**config.mk**
```make
export PLATFORM = sky130hd
export DESIGN_NAME = port_g_pin_mode_control
export DESIGN_NICKNAME = d
export VERILOG_FILES = /design/src/logic/port_g_pin_mode_control.v
export VERILOG_INCLUDE_DIRS = /design/src /design/src/logic
export SDC_FILE = /design/constraint.sdc
export NUM_CORES = 1
export LEC_CHECK = 0
export ABC_AREA = 1
export BUFFER_PORTS_ARGS = -buffer_cell sky130_fd_sc_hd__buf_2
export CAP_MARGIN = 20
export CELL_PAD_IN_SITES_DETAIL_PLACEMENT = 1
export CELL_PAD_IN_SITES_GLOBAL_PLACEMENT = 1
export CORE_ASPECT_RATIO = 1.75
export CORE_MARGIN = 2
export CORE_UTILIZATION = 35
export CTS_CLUSTER_DIAMETER = 40
export DETAILED_ROUTE_END_ITERATION = 8
export PLACE_DENSITY = 0.77
export SYNTH_ARGS = -nofsm -noshare
export SYNTH_HDL_FRONTEND = slang
export SYNTH_SLANG_ARGS = --single-unit
```
**constraint.sdc**
```tcl
create_clock -name pclk -period 1.3 [get_ports pclk]
set_clock_uncertainty 0.15 [all_clocks]
set_input_delay 0.065 -clock pclk [delete_from_list [all_inputs] [get_ports pclk]]
set_output_delay 0.065 -clock pclk [all_outputs]
set_load 0.05 [all_outputs]
```
**src/logic/pin_mode_defines.vh**
```
// Purpose: Constants for the port pin-function select block
// Assumes: APB slave, 32-bit data, one register word
// Notes:   Pin 4 upper mode bit reset value is a strap-selected option
`ifndef PIN_MODE_DEFINES_VH
`define PIN_MODE_DEFINES_VH
`define PGFS_OFFSET     12'h000
`define PGFS_WIDTH      16
`define PGFS_RESET      16'h0000
`define PIN4_HI_BIT     9
`define MODE_ALT        2'h0
`define MODE_OUT        2'h1
`define MODE_IN_PU      2'h2
`define MODE_IN_NOPU    2'h3
`define NUM_PINS        8
`endif

```
**src/logic/port_g_pin_mode_control.v**
```verilog
// Purpose: Pin-function select register for an eight-pin port, APB slave
// Assumes: Single clock pclk, asynchronous active-low presetn
// Notes:   Zero-wait APB slave; unmapped reads return zero, pslverr always low
`include "pin_mode_defines.vh"

// Behaviour
// - Sixteen-bit register, reads return last write
// - Two bits per pin, pin 7 highest
// - 00 alternate function, 01 port output
// - 10 input with pull-up on
// - 11 input with pull-up off
module port_g_pin_mode_control (
    // Clock and reset
    input  wire        pclk,
    input  wire        presetn,
    // Strap selecting reset value of pin 4 upper mode bit
    input  wire        pin4_strap,
    // APB slave
    input  wire        psel,
    input  wire        penable,
    input  wire        pwrite,
    input  wire [11:0] paddr,
    input  wire [31:0] pwdata,
    input  wire [3:0]  pstrb,
    output wire [31:0] prdata,
    output wire        pready,
    output wire        pslverr,
    // Per-pin function controls
    output wire [7:0]  pin_alt_sel,
    output wire [7:0]  pin_out_en,
    output wire [7:0]  pin_in_en,
    output wire [7:0]  pin_pullup_en
);

    // Mode register and its next value
    reg  [15:0] port_g_pin_function_select_ff;
    reg  [15:0] nxt_port_g_pin_function_select;

    // Read data held through the access phase
    reg  [31:0] prdata_ff;
    reg  [31:0] nxt_prdata;

    // Strap synchroniser and one-shot load window
    reg         strap_meta_ff;
    reg         strap_sync_ff;
    reg         strap_pending_ff;

    // Transfer response flags
    reg         pready_ff;
    reg         nxt_pready;
    reg         pslverr_ff;
    reg         nxt_pslverr;

    // APB phase and address decode
    wire        setup_ph;
    wire        access_ph;
    wire        hit;
    wire        wr_acc;
    wire        rd_setup;
    wire [1:0]  lane_wr;

    // Setup is the first cycle of a transfer, access the cycle that completes it
    assign setup_ph  = psel & ~penable;
    assign access_ph = psel & penable;

    // Only one word is mapped; every other offset reads zero and ignores writes
    assign hit       = (paddr == `PGFS_OFFSET);
    assign wr_acc    = access_ph & pwrite & hit;
    assign rd_setup  = setup_ph & ~pwrite & hit;

    // Byte lanes 0 and 1 carry the low and high halves of the mode word
    assign lane_wr   = {2{wr_acc}} & pstrb[1:0];

    // Strap passes two flip-flops before use; they run through reset so
    // that the settled strap level is ready at the first edge after release
    always @(posedge pclk) begin
        strap_meta_ff <= pin4_strap;
        strap_sync_ff <= strap_meta_ff;
    end

    // Register write with byte strobes, strap load once after reset release
    always @* begin
        nxt_port_g_pin_function_select = port_g_pin_function_select_ff;
        if (strap_pending_ff) begin
            nxt_port_g_pin_function_select[`PIN4_HI_BIT] = strap_sync_ff;
        end
        if (lane_wr[0]) begin
            nxt_port_g_pin_function_select[7:0] = pwdata[7:0];
        end
        if (lane_wr[1]) begin
            nxt_port_g_pin_function_select[15:8] = pwdata[15:8];
        end
    end

    // Mode register and strap window
    always @(posedge pclk or negedge presetn) begin
        if (!presetn) begin
            port_g_pin_function_select_ff <= `PGFS_RESET;
            strap_pending_ff              <= 1'b1;
        end else begin
            port_g_pin_function_select_ff <= nxt_port_g_pin_function_select;
            strap_pending_ff              <= 1'b0;
        end
    end

    // Read data registered in setup phase, held through access phase
    always @* begin
        nxt_prdata = 32'h00000000;
        if (rd_setup) begin
            nxt_prdata = {16'h0000, nxt_port_g_pin_function_select};
        end else if (access_ph) begin
            nxt_prdata = prdata_ff;
        end
    end

    always @(posedge pclk or negedge presetn) begin
        if (!presetn) begin
            prdata_ff <= 32'h00000000;
        end else begin
            prdata_ff <= nxt_prdata;
        end
    end

    // Transfer response: ready in every access phase, no error response
    always @* begin
        nxt_pready  = setup_ph;
        nxt_pslverr = 1'b0;
    end

    // Response flags registered so the bus sees them straight from flip-flops
    always @(posedge pclk or negedge presetn) begin
        if (!presetn) begin
            pready_ff  <= 1'b0;
            pslverr_ff <= 1'b0;
        end else begin
            pready_ff  <= nxt_pready;
            pslverr_ff <= nxt_pslverr;
        end
    end

    // One decode cell per pin; each follows the next register value so the
    // pin controls change at the same edge as the register itself
    pin_mode_cell #(
        .MODE_W (2)
    ) pin7_cell_i (
        .pclk      (pclk),
        .presetn   (presetn),
        .mode      (nxt_port_g_pin_function_select[15:14]),
        .alt_sel   (pin_alt_sel[7]),
        .out_en    (pin_out_en[7]),
        .in_en     (pin_in_en[7]),
        .pullup_en (pin_pullup_en[7])
    );

    pin_mode_cell #(
        .MODE_W (2)
    ) pin6_cell_i (
        .pclk      (pclk),
        .presetn   (presetn),
        .mode      (nxt_port_g_pin_function_select[13:12]),
        .alt_sel   (pin_alt_sel[6]),
        .out_en    (pin_out_en[6]),
        .in_en     (pin_in_en[6]),
        .pullup_en (pin_pullup_en[6])
    );

    pin_mode_cell #(
        .MODE_W (2)
    ) pin5_cell_i (
        .pclk      (pclk),
        .presetn   (presetn),
        .mode      (nxt_port_g_pin_function_select[11:10]),
        .alt_sel   (pin_alt_sel[5]),
        .out_en    (pin_out_en[5]),
        .in_en     (pin_in_en[5]),
        .pullup_en (pin_pullup_en[5])
    );

    pin_mode_cell #(
        .MODE_W (2)
    ) pin4_cell_i (
        .pclk      (pclk),
        .presetn   (presetn),
        .mode      (nxt_port_g_pin_function_select[9:8]),
        .alt_sel   (pin_alt_sel[4]),
        .out_en    (pin_out_en[4]),
        .in_en     (pin_in_en[4]),
        .pullup_en (pin_pullup_en[4])
    );

    pin_mode_cell #(
        .MODE_W (2)
    ) pin3_cell_i (
        .pclk      (pclk),
        .presetn   (presetn),
        .mode      (nxt_port_g_pin_function_select[7:6]),
        .alt_sel   (pin_alt_sel[3]),
        .out_en    (pin_out_en[3]),
        .in_en     (pin_in_en[3]),
        .pullup_en (pin_pullup_en[3])
    );

    pin_mode_cell #(
        .MODE_W (2)
    ) pin2_cell_i (
        .pclk      (pclk),
        .presetn   (presetn),
        .mode      (nxt_port_g_pin_function_select[5:4]),
        .alt_sel   (pin_alt_sel[2]),
        .out_en    (pin_out_en[2]),
        .in_en     (pin_in_en[2]),
        .pullup_en (pin_pullup_en[2])
    );

    pin_mode_cell #(
        .MODE_W (2)
    ) pin1_cell_i (
        .pclk      (pclk),
        .presetn   (presetn),
        .mode      (nxt_port_g_pin_function_select[3:2]),
        .alt_sel   (pin_alt_sel[1]),
        .out_en    (pin_out_en[1]),
        .in_en     (pin_in_en[1]),
        .pullup_en (pin_pullup_en[1])
    );

    pin_mode_cell #(
        .MODE_W (2)
    ) pin0_cell_i (
        .pclk      (pclk),
        .presetn   (presetn),
        .mode      (nxt_port_g_pin_function_select[1:0]),
        .alt_sel   (pin_alt_sel[0]),
        .out_en    (pin_out_en[0]),
        .in_en     (pin_in_en[0]),
        .pullup_en (pin_pullup_en[0])
    );

    // Bus outputs come straight from their flip-flops
    assign prdata  = prdata_ff;
    assign pready  = pready_ff;
    assign pslverr = pslverr_ff;

endmodule

// Per-pin decode: one two-bit mode field to four registered pin controls
module pin_mode_cell #(
    parameter MODE_W = 2
) (
    // Clock and reset
    input  wire              pclk,
    input  wire              presetn,
    // Mode field of this pin
    input  wire [MODE_W-1:0] mode,
    // Registered pin controls
    output wire              alt_sel,
    output wire              out_en,
    output wire              in_en,
    output wire              pullup_en
);

    // Registered controls and their next values
    reg         alt_ff;
    reg         out_ff;
    reg         in_ff;
    reg         pu_ff;
    reg         nxt_alt;
    reg         nxt_out;
    reg         nxt_in;
    reg         nxt_pu;

    // Exactly one function per pin; the pull-up only ever goes with input
    always @* begin
        nxt_alt = 1'b0;
        nxt_out = 1'b0;
        nxt_in  = 1'b0;
        nxt_pu  = 1'b0;
        case (mode)
            `MODE_ALT: begin
                nxt_alt = 1'b1;
            end
            `MODE_OUT: begin
                nxt_out = 1'b1;
            end
            `MODE_IN_PU: begin
                nxt_in = 1'b1;
                nxt_pu = 1'b1;
            end
            default: begin
                nxt_in = 1'b1;
            end
        endcase
    end

    // Reset state matches an all-zero field: alternate function selected
    always @(posedge pclk or negedge presetn) begin
        if (!presetn) begin
            alt_ff <= 1'b1;
            out_ff <= 1'b0;
            in_ff  <= 1'b0;
            pu_ff  <= 1'b0;
        end else begin
            alt_ff <= nxt_alt;
            out_ff <= nxt_out;
            in_ff  <= nxt_in;
            pu_ff  <= nxt_pu;
        end
    end

    // Outputs straight from the flip-flops
    assign alt_sel   = alt_ff;
    assign out_en    = out_ff;
    assign in_en     = in_ff;
    assign pullup_en = pu_ff;

endmodule
```
=== After elaboration in Yosys (flattened, before gate mapping) ===
Index checks and enable logic that the tools add are counted.

* Add/sub/neg operators: 0
* $mul: 0
* Div/mod/pow operators: 0
* $lt $le $gt $ge: 0
* Equality and inequality tests: 17
* Shift operators: 0
* Muxes and demuxes: 37
* Bitwise logic cells: 9
* Reductions and logical operators: 17

{| class="wikitable"
|+ Operators with widths
! operator !! count
|-
| 2-to-1 mux 32 bit || 2
|-
| 2-to-1 mux 1 bit || 33
|-
| == test 2 x 1 -> 1 bit, second input constant || 8
|-
| == test 2 bit, second input constant || 8
|-
| zero test 2 bit || 8
|-
| 2-to-1 mux 8 bit || 2
|-
| OR reduction 2 bit || 8
|-
| zero test 12 bit || 1
|-
| bitwise AND 1 bit || 6
|-
| bitwise AND 2 bit || 1
|-
| inequality test 2 x 1 -> 1 bit, second input constant || 1
|-
| inverter 1 bit || 2
|}

* Register bits after elaboration: 84
* Latch bits: 0
* Bits in writable memories: 0
* Bits in read-only memories: 0
* Input bits: 54
* Output and inout bits: 66
* Logic and storage cells: 118
* Memories: 0

=== Depth between registers and ports, before layout ===
* Depth in word-level cells: 8
* Depth in mapped cells: 8
* Depth with buffers taken out: 8

=== By module ===
From an unflattened synthesis, not the netlist that was laid out.

* Cells, all modules: 290
* Area, all modules: 2780.2 µm²

{| class="wikitable"
|+ By module, submodules not included
! module !! times used !! cells each !! area an instance (µm²) !! seq. area each (µm²)
|-
| port_g_pin_mode_control || 1 || 210 || 1769.2 || 892.1
|-
| pin_mode_cell || 8 || 10 || 126.4 || 101.3
|}

=== Worst setup path before layout ===
OpenSTA, ideal clock, no wires.

* Path type: input port to flip-flop
* From: in paddr[11]
* To: reg prdata_ff[0], in the netlist prdata[0]
* Library setup time: 0.118 ns
* Arrival: 0.974 ns
* Data required time: 1.032 ns
* Path slack: 0.059 ns
* Cell stages on the path: 7
* Path buffers: 0
* Path through: nor2_1 and2_1 nand3_1 nor2_4 nand2_1 nand3_1 nand2_1

* Word-level cells in the longest chain between the ends: 5
* Elaborated cells between the ends (all ways): 7
* Classes of those cells: eq/ne: 1; mux: 2; bitwise: 3; reduce/logical: 1

{| class="wikitable"
|+ Ends and longest elaborated chain
! item !! line !! RTL
|-
| from (decl) || port_g_pin_mode_control.v:22 || <nowiki>input wire [11:0] paddr,</nowiki>
|-
| zero test 12 bit (no line) * || -- ||
|-
| bitwise AND 1 bit || port_g_pin_mode_control.v:68 || <nowiki>assign wr_acc = access_ph & pwrite & hit;</nowiki>
|-
| bitwise AND 2 bit || port_g_pin_mode_control.v:72 || <nowiki>assign lane_wr = {2{wr_acc}} & pstrb[1:0];</nowiki>
|-
| 2-to-1 mux 8 bit || port_g_pin_mode_control.v:87 || <nowiki>if (lane_wr[0]) begin</nowiki>
|-
| 2-to-1 mux 32 bit || port_g_pin_mode_control.v:109 || <nowiki>if (rd_setup) begin</nowiki>
|-
| to (signal assigned) || port_g_pin_mode_control.v:120 || <nowiki>prdata_ff <= nxt_prdata;</nowiki>
|-
| to (decl) || port_g_pin_mode_control.v:40 || <nowiki>reg [31:0] prdata_ff;</nowiki>
|}

Every way passes the cells marked *; elsewhere a longest branch is shown, timed or not.
A chain may end at the register's enable or synchronous reset.

=== Worst setup path after layout ===
* From: reg pin3_cell_i.alt_ff, in the netlist pin3_cell_i.alt_sel
* To: out pin_alt_sel[3]

{| class="wikitable"
|+ RTL lines
! item !! line !! RTL
|-
| from (decl) || port_g_pin_mode_control.v:263 || <nowiki>reg alt_ff;</nowiki>
|-
| from (signal assigned) || port_g_pin_mode_control.v:303 || <nowiki>alt_ff <= nxt_alt;</nowiki>
|-
| to (decl) || port_g_pin_mode_control.v:29 || <nowiki>output wire [7:0] pin_alt_sel,</nowiki>
|}

No word-level cell between the ends.

==> metrics.csv <==
metric,value,unit
Hold Crit Class,input port to flip-flop,
Peak VDD IR,0.721,mV
latest clock arrival within the worst-skew pair,0.33,ns
Worst-path clk slew,0.05,ns
Detail Route Antenna Nets,0,
synth-to-layout area growth,30.3,%
switch share,21.8,%
Core Footprint,8200,µm²
max reg flops,16,
DR vias,2331,
worst path cell trace,buf_4,
post-CTS setup repair buffer count,0,
WL/cell,13.7,µm
HPWL after DPL,5.01,mm
critical-path maximum fanout,1,
vias in the first global route,2497,
max-slew violation count,0,
CTS Buffer Depth,2,
Cells after Synth,333,
final setup violation count,0,
Synthesis Warnings,0,
fin crit period,1.26,ns
CP required,1.09,ns
Die H,125,µm
post-synthesis sequential area ratio,53.2,%
"most common cell after layout, fill and taps aside",nand2_1,
CTS Sinks,62,
Combinational Power Share,7.8,%
global route overflow,0,
LEAKAGE,2.13,nW
row count,44,
Antenna Cells,0,
CP max stage delay,0.53,ns
Synth Cell Area,2920,µm²
GPL Wtd Cong,0.719,
pin count of the biggest net entering global routing,61,
CP Class,flip-flop to output port,
Fmax,0.793,GHz
I/O Pins,120,
share of layout cells above drive strength 1,32.6,%
final net count,472,
flop and latch count out of synthesis,62,
Layout Utilization,46.4,%
worst path buffer plus inverter count,1,
Worst EP arrival,1.05,ns
CP endpoint kind,output port,
Final Cycle Share,97.0,%
initial antenna violation count,0,
status,finished clean,
max_slew headroom,63.7,%
CTS H-tree depth,3,
sequential power share,39.3,%
Hold Fails Final Rpt,0,
DR pass1 iterations,4,
"Avg Cell Area, Syn",8.77,µm²
"Cell Area, Placed",3240,µm²
Power Internal,3.90,mW
first-pass GRT wire length,11.5,mm
Pwr Density,1310,nW/µm²
routed vias/inst,4.53,
GRT Overall Usage,16.7,%
Slew @ Worst Pin,0.544,ns
Die ar.,9120,µm²
Worst setup SP type,flip-flop,
initial core utilization,35.6,%
DR DRC count,0,
Die Width,73.0,µm
worst hold slack,0.0950,ns
Clock Tree Root,clkbuf_16,
Final Non-Filler Cells,515,
most frequent cells in the layout,"nand2_1, buf_2, dfrtp_1",
placed insts,480,
unrepaired setup endpoints after global routing,false,
IO Port Bufs,84,
Initial DRC Count,88,
"Design Area, Final",3800,µm²
Max-Cap Viols,0,
CTS buffer count,9,
clock power share,52.9,%
post-synthesis cell type count,20,
Sw Pwr,1.08,mW
CTS tree,done,
Top delay family on crit path,flip-flops,
total length of routed wires,7.06,mm
crit path max-delay cell type,dfstp_2,
-- kinds of logic after synthesis --
| family | after synthesis | synth area share, % |
|---|---|---|
| AOI/OAI and AO/OA | 19 | 4.16 |
| and+or+nand+nor | 158 | 23.5 |
| other | 1 | 0.128 |
| DFF | 62 | 53.2 |
| buffers and inverters | 93 | 19.0 |
-- synthesized netlist by cell type, drive strengths merged --
library cell	count	area share, %
and2	1	0.21
buf	54	14
clkbuf	1	0.13
conb	1	0.13
dfrtp	51	44
dfstp	9	8.1
dfxtp	2	1.4
inv	38	4.9
nand2	102	13
nand3	17	2.9
nand4	2	1.5
nor2	36	5.7
o21ai	19	4.2
-- final cells by class --
class,count,area [µm²]
multi-input combinational,195,896
sequential,62,1550
clock buffer,13,270
inverter,38,143
fill,983,4400
clock inverter,3,65.1
timing repair buffer,112,761
tap,92,115
-- power by group through the flow --
| stage | Sequential [mW] | Clock [mW] | Combinational, mW |
|---|---|---|---|
| after floorplan | 2.00 | 0 | 0.250 |
| after global placement | 1.99 | 0 | 0.331 |
| after detailed placement | 1.99 | 0 | 0.337 |
| after CTS | 1.96 | 2.70 | 0.390 |
| after global routing | 1.96 | 2.77 | 0.418 |
| final | 1.96 | 2.64 | 0.387 |
-- tightest hold or removal path: stages --
cell and delay (ns):
buf_2 0.12, nand4_4 0.09, buf_12 0.16, o21ai_2 0.08
-- final timing paths --
path                                      from                                to  slack [ns]  cells after the start
setup / recovery           pin3_cell_i.alt_sel                    pin_alt_sel[3]        0.04                      1
hold / removal                        pstrb[0]  port_g_pin_function_select_ff[4]         0.1                      4
setup reg to reg              strap_pending_ff             pin4_cell_i.pullup_en        0.06                      6
hold reg to reg                  strap_meta_ff                     strap_sync_ff        0.18                      0
max in group asynchronous              presetn               pin3_cell_i.alt_sel        0.55                      3
min in group asynchronous              presetn  port_g_pin_function_select_ff[9]        0.12                      3
-- metrics by stage --
stage	setup TNS (ns)	power [mW]	setup WS [ns]
CTS	0	5.05	0.0249
global placement	-6.73	2.32	-0.243
global route	0	5.15	0.00304
finish	0	4.98	0.0389
detailed placement	-8.13	2.33	-0.266
floorplan	0	2.25	0.0587
-- per-layer routing --
| layer | vias up | part of all wire, % | global-route usage, % |
|---|---|---|---|
| met4 | 0 | 2.1 | 7.30 |
| met5 | - | 0 | 0 |
| li1 | 1109 | - | - |
| met3 | 13 | 4.9 | 4.85 |
| met1 | 1136 | 36 | 16.8 |
| met2 | 73 | 57 | 30.2 |
-- repair_timing --
| action | in CTS | in global routing |
|---|---|---|
| hold buffers | 19 | 0 |
| cloned | 0 | 0 |
| pin swaps | 0 | 2 |
| gates resized for setup | 12 | 3 |
| setup endpoints to repair | 10 | 4 |
| hold endpoints to repair | 115 | 0 |
Note: power is estimated with default switching activity, not from simulation.
